--- src/design/opaddr_pkg.sv ---
// Package with encodings and constants for operand address generation
package opaddr_pkg;
    // ------------------------------------------------------------
    // Widths and register numbers
    // ------------------------------------------------------------
    localparam int          WORD_W      = 16;
    localparam int          REG_W       = 4;
    localparam int          NUM_REGS    = 16;
    localparam logic [3:0]  REG_PC      = 4'h0;
    localparam logic [3:0]  REG_FLAGS   = 4'h2;
    localparam logic [15:0] PC_STEP     = 16'h0002;
    localparam logic [15:0] ZERO_WORD   = 16'h0000;
    localparam logic [15:0] BYTE_MASK   = 16'h00FF;
    localparam logic [15:0] RESET_PC    = 16'h0000;

    // ------------------------------------------------------------
    // Mode encodings and flag positions
    // ------------------------------------------------------------
    localparam logic [1:0]  SRC_REGISTER = 2'h0;
    localparam logic [1:0]  SRC_INDEXED  = 2'h1;
    localparam logic        DST_REGISTER = 1'h0;
    localparam logic        DST_INDEXED  = 1'h1;
    localparam int          FLAG_C      = 0;
    localparam int          FLAG_Z      = 1;
    localparam int          FLAG_N      = 2;
    localparam int          BYTE_MSB    = 7;
    localparam int          WORD_MSB    = 15;

    // ------------------------------------------------------------
    // Sequencer states
    // ------------------------------------------------------------
    typedef enum logic [2:0] {
        ST_IDLE    = 3'b000,
        ST_SRC_EXT = 3'b001,
        ST_DST_EXT = 3'b010,
        ST_ISSUE   = 3'b011
    } seq_state_t;
endpackage : opaddr_pkg

--- src/design/ea_adder.sv ---
// Effective address adder with base selection
module ea_adder
    import opaddr_pkg::*;
(
    // Base selection
    input  wire logic [3:0]  baseSel,
    input  wire logic [15:0] baseValue,
    input  wire logic [15:0] pcValue,
    // Offset and result
    input  wire logic [15:0] offset,
    output logic      [15:0] effAddr
);
    logic [15:0] base;

    // Base is PC for symbolic, zero on the flag register for absolute
    always_comb
    begin
        if (baseSel == REG_PC)
            base = pcValue;
        else if (baseSel == REG_FLAGS)
            base = ZERO_WORD;
        else
            base = baseValue;
        // base plus offset, wraps modulo 64K
        effAddr = base + offset;
    end
endmodule : ea_adder

--- src/design/operand_address_generation.sv ---
// Operand address generation: extension fetch, effective addresses, register write-back
module operand_address_generation
    import opaddr_pkg::*;
(
    // Clock and reset
    input  wire logic                     mclk,
    input  wire logic                     rst,
    // Instruction request
    input  wire logic                     instrValid,
    output logic                          instrReady,
    input  wire logic [1:0]               sourceModeField,
    input  wire logic                     dstMode,
    input  wire logic [3:0]               srcReg,
    input  wire logic [3:0]               dstReg,
    input  wire logic                     byteOp,
    // Memory word fetch port
    output logic                          fetchReq,
    output logic      [15:0]              fetchAddr,
    input  wire logic                     fetchAck,
    input  wire logic [15:0]              fetchData,
    // Operand addresses to the execution stage
    output logic                          opValid,
    output logic      [15:0]              srcAddr,
    output logic                          srcIsMem,
    output logic      [15:0]              dstAddr,
    output logic                          dstIsMem,
    output logic      [15:0]              srcRegValue,
    output logic      [15:0]              pcValue,
    // Register write-back from execution
    input  wire logic                     wbValid,
    input  wire logic [3:0]               wbReg,
    input  wire logic [15:0]              wbData,
    input  wire logic                     wbByte,
    input  wire logic                     wbCarry,
    output logic      [15:0]              flagValue
);
    import opaddr_pkg::*;

    // ------------------------------------------------------------
    // State
    // ------------------------------------------------------------
    seq_state_t        state_ff;
    seq_state_t        nxt_state;
    logic [15:0]       regFile_ff [NUM_REGS];
    logic [15:0]       pc_ff;
    logic [15:0]       srcOff_ff;
    logic [15:0]       dstOff_ff;
    logic [1:0]        srcMode_ff;
    logic              dstMode_ff;
    logic [3:0]        srcReg_ff;
    logic [3:0]        dstReg_ff;
    logic              srcIdx;
    logic              dstIdx;
    logic [15:0]       srcEa;
    logic [15:0]       dstEa;
    logic [15:0]       wbStored;
    logic              flagsN;
    logic              flagsZ;

    // Program counter value seen by a symbolic operand is the extension word address
    logic [15:0]       srcPcBase_ff;
    logic [15:0]       dstPcBase_ff;

    assign srcIdx = (srcMode_ff == SRC_INDEXED);
    assign dstIdx = (dstMode_ff == DST_INDEXED);

    // ------------------------------------------------------------
    // Sequencer
    // ------------------------------------------------------------
    // Extension words come strictly one per indexed-style operand, source first
    always_comb
    begin
        nxt_state = state_ff;
        case (state_ff)
            ST_IDLE:
            begin
                if (instrValid)
                begin
                    if (sourceModeField == SRC_INDEXED)
                        nxt_state = ST_SRC_EXT;
                    else if (dstMode == DST_INDEXED)
                        nxt_state = ST_DST_EXT;
                    else
                        nxt_state = ST_ISSUE;
                end
            end
            ST_SRC_EXT:
            begin
                if (fetchAck)
                    nxt_state = dstIdx ? ST_DST_EXT : ST_ISSUE;
            end
            ST_DST_EXT:
            begin
                if (fetchAck)
                    nxt_state = ST_ISSUE;
            end
            ST_ISSUE:
                nxt_state = ST_IDLE;
            default:
                nxt_state = ST_IDLE;
        endcase
    end

    always_ff @(posedge mclk or posedge rst)
    begin
        if (rst)
            state_ff <= ST_IDLE;
        else
            state_ff <= nxt_state;
    end

    // Latch the decoded instruction fields when taken
    always_ff @(posedge mclk or posedge rst)
    begin
        if (rst)
        begin
            srcMode_ff <= SRC_REGISTER;
            dstMode_ff <= DST_REGISTER;
            srcReg_ff  <= REG_PC;
            dstReg_ff  <= REG_PC;
        end
        else if (state_ff == ST_IDLE && instrValid)
        begin
            srcMode_ff <= sourceModeField;
            dstMode_ff <= dstMode;
            srcReg_ff  <= srcReg;
            dstReg_ff  <= dstReg;
        end
    end

    // ------------------------------------------------------------
    // Extension word fetch and program counter
    // ------------------------------------------------------------
    assign instrReady = (state_ff == ST_IDLE);
    assign fetchReq   = (state_ff == ST_SRC_EXT) || (state_ff == ST_DST_EXT);
    // offset is the word at the PC
    assign fetchAddr  = pc_ff;

    // PC points past the opcode when the instruction is presented
    always_ff @(posedge mclk or posedge rst)
    begin
        if (rst)
            pc_ff <= RESET_PC;
        else if (fetchReq && fetchAck)
            pc_ff <= pc_ff + PC_STEP;
        else if (wbValid && wbReg == REG_PC)
            pc_ff <= wbData;
    end

    // Capture offsets and the PC each was fetched at
    always_ff @(posedge mclk or posedge rst)
    begin
        if (rst)
        begin
            srcOff_ff    <= ZERO_WORD;
            dstOff_ff    <= ZERO_WORD;
            srcPcBase_ff <= ZERO_WORD;
            dstPcBase_ff <= ZERO_WORD;
        end
        else if (fetchAck && state_ff == ST_SRC_EXT)
        begin
            srcOff_ff    <= fetchData;
            srcPcBase_ff <= pc_ff;
        end
        else if (fetchAck && state_ff == ST_DST_EXT)
        begin
            dstOff_ff    <= fetchData;
            dstPcBase_ff <= pc_ff;
        end
    end

    // ------------------------------------------------------------
    // Effective addresses
    // ------------------------------------------------------------
    // symbolic uses PC base
    ea_adder srcAdder (
        .baseSel   (srcReg_ff),
        .baseValue (regFile_ff[srcReg_ff]),
        .pcValue   (srcPcBase_ff),
        .offset    (srcOff_ff),
        .effAddr   (srcEa)
    );

    ea_adder dstAdder (
        .baseSel   (dstReg_ff),
        .baseValue (regFile_ff[dstReg_ff]),
        .pcValue   (dstPcBase_ff),
        .offset    (dstOff_ff),
        .effAddr   (dstEa)
    );

    // Registered operand descriptor, one cycle pulse of opValid
    always_ff @(posedge mclk or posedge rst)
    begin
        if (rst)
        begin
            opValid     <= 1'b0;
            srcAddr     <= ZERO_WORD;
            dstAddr     <= ZERO_WORD;
            srcIsMem    <= 1'b0;
            dstIsMem    <= 1'b0;
            srcRegValue <= ZERO_WORD;
            pcValue     <= RESET_PC;
        end
        else
        begin
            opValid     <= (state_ff == ST_ISSUE);
            srcAddr     <= srcIdx ? srcEa : ZERO_WORD;
            dstAddr     <= dstIdx ? dstEa : ZERO_WORD;
            srcIsMem    <= srcIdx;
            dstIsMem    <= dstIdx;
            // operand read straight from the register
            srcRegValue <= (srcReg_ff == REG_PC) ? pc_ff : regFile_ff[srcReg_ff];
            pcValue     <= pc_ff;
        end
    end

    // ------------------------------------------------------------
    // Register write-back and flags
    // ------------------------------------------------------------
    // high byte cleared
    assign wbStored = wbByte ? (wbData & BYTE_MASK) : wbData;
    assign flagsN   = wbByte ? wbData[BYTE_MSB] : wbData[WORD_MSB];
    assign flagsZ   = wbByte ? ((wbData & BYTE_MASK) == ZERO_WORD) : (wbData == ZERO_WORD);

    // address generation never writes its bases
    always_ff @(posedge mclk or posedge rst)
    begin
        if (rst)
        begin
            for (int i = 0; i < NUM_REGS; i++)
                regFile_ff[i] <= ZERO_WORD;
        end
        else if (wbValid && wbReg != REG_PC)
        begin
            if (wbReg == REG_FLAGS)
                regFile_ff[REG_FLAGS] <= wbStored;
            else
            begin
                regFile_ff[wbReg] <= wbStored;
                regFile_ff[REG_FLAGS][FLAG_N] <= flagsN;
                regFile_ff[REG_FLAGS][FLAG_Z] <= flagsZ;
                regFile_ff[REG_FLAGS][FLAG_C] <= wbCarry;
            end
        end
    end

    assign flagValue = regFile_ff[REG_FLAGS];
endmodule : operand_address_generation

--- config.mk ---
export PLATFORM = sky130hd
export DESIGN_NAME = operand_address_generation
export DESIGN_NICKNAME = d
export VERILOG_FILES = /design/src/design/opaddr_pkg.sv /design/src/design/ea_adder.sv /design/src/design/operand_address_generation.sv
export SDC_FILE = /design/constraint.sdc
export NUM_CORES = 1
export LEC_CHECK = 0
export ABC_AREA = 1
export BUFFER_PORTS_ARGS = -buffer_cell sky130_fd_sc_hd__buf_2
export CAP_MARGIN = 20
export CORE_ASPECT_RATIO = 1.2
export CORE_UTILIZATION = 47
export DETAILED_ROUTE_END_ITERATION = 7
export GPL_TIMING_DRIVEN = 0
export PLACE_DENSITY = 0.67
export SLEW_MARGIN = 20
export SYNTH_ARGS = -nofsm -noshare
export SYNTH_HDL_FRONTEND = slang
export SYNTH_SLANG_ARGS = --single-unit
export TNS_END_PERCENT = 30
--- constraint.sdc ---
create_clock -name mclk -period 12.7 [get_ports mclk]
set_input_delay 1.905 -clock mclk [delete_from_list [all_inputs] [get_ports mclk]]
set_output_delay 1.905 -clock mclk [all_outputs]
set_load 0.1 [all_outputs]
==> flow_metrics.tcl, run 1 <==
set metrics [dict create \
    die_area_um2 46270 \
    start_util 0.4756 \
    slew_headroom 0.2157 \
    routed_via_density 5.916 \
    clkSlewWorstSetupHoldPaths_ps 60 \
    cp_slowest_cell "dfrtp_1" \
    h-tree-depth 2 \
    dp_cells 3470 \
    wl_per_cell_um 26.48 \
    cp.required_ps 13180 \
    final-max-slew-violation-count 0 \
    async_flop_share 1.000 \
    grt_pass1_wl_um 135700 \
    final.min_clock_period_ps 4253 \
    synthesis.instances 2698 \
    ctsHoldBuffers 0 \
    cts_root_buf "clkbuf_16" \
    mostFrequentLayoutCell "o21ai_0" \
    rows 85 \
    clock_sinks 416 \
    yosys.area.top_type "dfrtp_1" \
    cp_max_fo 10 \
    tightest_slew_ps 1176 \
    grt_setup_unrepaired "no" \
    timing_hold_violations_final 0 \
    grt_use_total 0.4094 \
    cts_tree "built" \
    drt_pass1_iterations 5 \
    p_leak_nw 11.76 \
    wl_um 94170 \
    grt_max_degree 36 \
    drt_iter0_markers 2460 \
    synth_top_flop_cell "dfrtp_1" \
    most-common-layout-cells "o21ai_0 (523), nand2_1 (473), dfrtp_1 (416)" \
    ant_nets 0 \
    grt_antenna_before_repair 1 \
    syn_area_per_cell_um2 7.911 \
    die_h_um 235.4 \
    port_buffers 145 \
    hold_class "reg -> reg" \
    crit_type "reg -> reg" \
    core_um2 44880 \
    num_io_pins 156 \
    setup-tns-final_ps 0 \
    grt_pass1_vias 19670 \
    synth_top_area_frac 0.4877 \
    synth_nets 2796 \
    layout-drive-gt1-share 0.1287 \
    synthTopCellsByArea "dfrtp_1 (49%), o21ai_0 (12%), nand2_1 (8.3%)" \
    ys_ff_latch 416 \
    setup_violations 0 \
    status "completed" \
    seq_area_frac_synth 0.4877 \
    crit_path_end_kind "register" \
    layout.nets 3008 \
    arrival_ps 4730 \
    drcViolationCount 0 \
    worstSetupStartpointType "register" \
    area_growth_pct 16.41 \
    post_cts_resize_count 0 \
    powerDensity_nw_per_um2 321.9 \
    timing.final.crit_share 0.3349 \
    cts_setup_buffers 0 \
    fmax_ghz 0.2351 \
    max_cap_violations 0 \
    slowest_delay_ps 510 \
    cts_buffer_depth 3 \
    worst_skew_pair.late_latency_ps 600 \
    stdcell_count 3556 \
    place_congestion 1.049 \
    path_common_cell "nand2_1" \
    peakVddDrop_uv 217.3 \
    cts_inserted_buffers 46 \
    vias 21040 \
    synth_area_um2 21340 \
    skew_ps 21.36 \
    dp_hpwl_um 71540 \
    overflow 0 \
    synth-edff-count 0 \
    ys.warnings.count 0 \
    die_w_um 196.5 \
    ys_types 49 \
]
## layer usage
metal,part of all wire,global-route usage
met1,0.39,0.5352
met2,0.44,0.6150
met3,0.091,0.07937
met4,0.077,0.2775
met5,0,0
## final timing paths
path | cells past startpoint | from | slack [ps] | endpoint
worst max-delay path | 27 | dstReg_ff[0] | 8450 | dstAddr[12]
worst min-delay path | 0 | fetchAddr[15] | 420 | pcValue[15]
worst max register to register | 27 | dstReg_ff[0] | 8450 | dstAddr[12]
worst min register to register | 0 | fetchAddr[15] | 420 | pcValue[15]
max in group asynchronous | 8 | rst | 9690 | regFile_ff[249]
min in group asynchronous | 2 | rst | 1350 | dstAddr[11]
## cells by family (layout without fill, tap and decap cells)
logic type | after synthesis | count (layout) | synth area share
buffers and inverters | 452 | 699 | 0.09075
AND/OR/NAND/NOR | 860 | 860 | 0.1668
adder cells (fa/ha/maj) | 43 | 43 | 0.02591
flip-flops | 416 | 416 | 0.4877
AO/OA/AOI/OAI | 918 | 918 | 0.2249
multiplexers | 2 | 2 | 0.001055
XOR/XNOR | 7 | 7 | 0.002873
other | 0 | 2 | 0
## Yosys cell counts (all sizes together), types with 8 or more instances
master,n
dfrtp,416
nand3,174
clkbuf,96
o221ai,8
a21oi,279
o211ai,13
a22o,17
buf,107
nand2,476
o21ai,573
nor2,187
nor3,13
inv,246
ha,41
## sequential cells by signal, summed over array words and instances, names as in the netlist, 2 cells and up
register      flops
srcPcBase_ff     16
srcRegValue      16
srcReg_ff         4
dstOff_ff        16
srcMode_ff        2
srcOff_ff        16
dstReg_ff         4
pcValue          16
regFile_ff      240
flagValue        16
dstAddr          16
fetchAddr        16
state_ff          2
srcAddr          16
dstPcBase_ff     16
## layout make-up
class,count,area (um^2)
flip-flops and latches,416,10410
inverters,249,940.9
plain buffers,203,1002
diodes,2,5.005
clock inverters,19,300.3
well taps,609,762.0
clock buffers,64,1320
fillers,4282,20030
multi-input cells,1830,9014
repair buffers,164,1092
## through the flow
step                      utilization  setup WS [ps]  hold WS, ps  area (um^2)  power [mW]
after floorplan                     -           5185        386.4        21350       5.001
after global placement         0.5088           2671        396.5        22830       6.393
after detailed placement       0.5171           8415        404.5        23210       6.436
after CTS                      0.5532           8533        417.3        24830       7.904
after global routing           0.5535           8217        427.8        24840       8.365
final                          0.5536           8447        416.1        24850       7.999
## worst max-delay path: cells and delay by family (launching register included)
kind / cells / cell delay [ps]
buffers and inverters: 9 / 1330
DFF: 1 / 510
adders and majority gates: 2 / 610
and+or+nand+nor: 15 / 1210
AOI/OAI and AO/OA: 1 / 480
## power breakdown
group / switching, mW / internal, mW / total [mW]
Combinational: 3.46 / 1.09 / 4.55
Clock: 0.586 / 0.872 / 1.46
Sequential: 0.263 / 1.73 / 1.99
Power figures use the tool's default switching activity.
==> run 2, diff against run 1 <==
--- a/config.mk
+++ b/config.mk
@@ -12,7 +12,7 @@
 export CORE_UTILIZATION = 47
 export DETAILED_ROUTE_END_ITERATION = 7
 export GPL_TIMING_DRIVEN = 0
-export PLACE_DENSITY = 0.67
+export PLACE_DENSITY = 0.65
 export SLEW_MARGIN = 20
 export SYNTH_ARGS = -nofsm -noshare
 export SYNTH_HDL_FRONTEND = slang
==> constraint.sdc (replaced) <==
create_clock -name mclk -period 4.32 [get_ports mclk]
set_input_delay 0.648 -clock mclk [delete_from_list [all_inputs] [get_ports mclk]]
set_output_delay 0.648 -clock mclk [all_outputs]
set_load 0.1 [all_outputs]
==> flow_metrics.tcl, run 2 (synthesized netlist as in run 1, its figures left out) <==
set metrics [dict create \
    ant_nets 0 \
    cp_max_fo 10 \
    slew_headroom 0.1614 \
    most-common-layout-cells "o21ai_0 (522), nand2_1 (473), dfrtp_1 (415)" \
    mostFrequentLayoutCell "o21ai_0" \
    setup-tns-final_ps 0 \
    wl_um 92040 \
    timing.final.crit_share 0.9617 \
    clkSlewWorstSetupHoldPaths_ps 70 \
    stdcell_count 3554 \
    status "completed" \
    design_area_um2 24830 \
    grt_pass1_vias 19920 \
    drcViolationCount 0 \
    cts_inserted_buffers 46 \
    start_util 0.4756 \
    cp-startpoint "dstReg_ff[0]" \
    grt_pass1_wl_um 133600 \
    finalPower_mw 23.48 \
    timing.final.ws_setup_ps 165.4 \
    setup_violations 0 \
    grt_max_degree 38 \
    cts_tree "built" \
    hold_class "in -> async" \
    drt_pass1_iterations 6 \
    cts_root_buf "clkbuf_16" \
    clock_sinks 416 \
    dpl_cell_area_um2 23210 \
    antenna_cells 0 \
    multi_input_area_um2 9014 \
    fin_util 0.5532 \
    drt_iter0_markers 2949 \
    rows 85 \
    cp.required_ps 4830 \
    num-fill-cells 4297 \
    skew_ps 18.67 \
    h-tree-depth 2 \
    num_io_pins 156 \
    cts_buffer_depth 3 \
    fmax_ghz 0.2407 \
    max_cap_violations 0 \
    worst_skew_pair.late_latency_ps 600 \
    place_congestion 1.072 \
    grt_use_total 0.4020 \
    dp_cells 3470 \
    vias 21230 \
    area_growth_pct 16.34 \
    crit_type "reg -> reg" \
    arrival_ps 4660 \
    core_um2 44880 \
    dp_hpwl_um 69750 \
    peakVddDrop_uv 443.2 \
    dp_slack_ps 49.87 \
    overflow 0 \
    largest_register_ffs 240 \
    p_leak_nw 11.76 \
    final-max-slew-violation-count 0 \
    die_w_um 196.5 \
    die_area_um2 46270 \
    layout.nets 3006 \
    crit_path_end_kind "register" \
    seqCellArea_um2 10410 \
    grt_antenna_before_repair 2 \
    die_h_um 235.4 \
    tightest_slew_ps 1258 \
    top_register "regFile_ff" \
    final.min_clock_period_ps 4155 \
    wl_per_cell_um 25.90 \
    layout-drive-gt1-share 0.1307 \
    timing_hold_violations_final 0 \
    port_buffers 145 \
    worstSetupStartpointType "register" \
    routed_via_density 5.973 \
    holdWs_ps 56.84 \
    r2r_start "dstReg_ff[0]" \
    powerDensity_nw_per_um2 945.7 \
    grt_setup_unrepaired "no" \
]
## run 2: cell types whose count changed in the layout (fill, tap and decap cells not counted), moves of 2 or more
cell	previous run	this run
clkbuf_1	103	99
diode_2	2	0
clkbuf_4	0	3
clkinv_2	3	11
clkinv_4	3	1
clkbuf_8	8	6
buf_2	209	206
## run 2: final timing paths
kind / end / slack [ps] / depth (start not counted)
max reg2reg: dstAddr[13] / 170 / 14
min reg2reg: pcValue[7] / 410 / 0
max in group asynchronous: regFile_ff[161] / 2880 / 7
min in group mclk: dstReg_ff[3] / 280 / 2
max: dstAddr[13] / 170 / 14
min: dstIdx / 60 / 2
## run 2: critical path, cell delays in order, from the launching register on
cell	delay, ps
dfrtp_2	470
inv_2	80
buf_2	240
clkbuf_4	280
buf_2	360
nor2_1	80
o21ai_0	400
nand2_1	200
nand3_1	360
ha_1	360
a21oi_1	320
o21ai_0	170
a221oi_1	390
a21oi_1	120
nor2_1	180
## run 2: repair_timing
action	in CTS	in global routing
hold buffers	0	0
endpoints found under the hold margin	0	0
resized for setup	0	12
buffers inserted	0	0
endpoints found under the setup margin	0	9
## run 2: area by class of cell
| class | count | area share |
|---|---|---|
| flip-flops and latches | 416 | 0.4193 |
| well taps | 609 | 0.03069 |
| repair buffers | 163 | 0.04354 |
| clock buffers | 60 | 0.05175 |
| inverters | 249 | 0.03789 |
| multi-input cells | 1830 | 0.3630 |
| clock inverters | 25 | 0.01310 |
| plain buffers | 202 | 0.04072 |
## run 2: metal layers
metal  global-route usage  wire, um
met5                    0        28
met4               0.2720      7331
met3              0.07564      9010
met2               0.5932     39890
met1               0.5367     35780
## run 2: where the power goes
| part | switching [mW] | internal, mW |
|---|---|---|
| clock network | 1.73 | 2.53 |
| logic | 10.2 | 3.21 |
| registers | 0.739 | 5.09 |
| total | 12.7 | 10.8 |
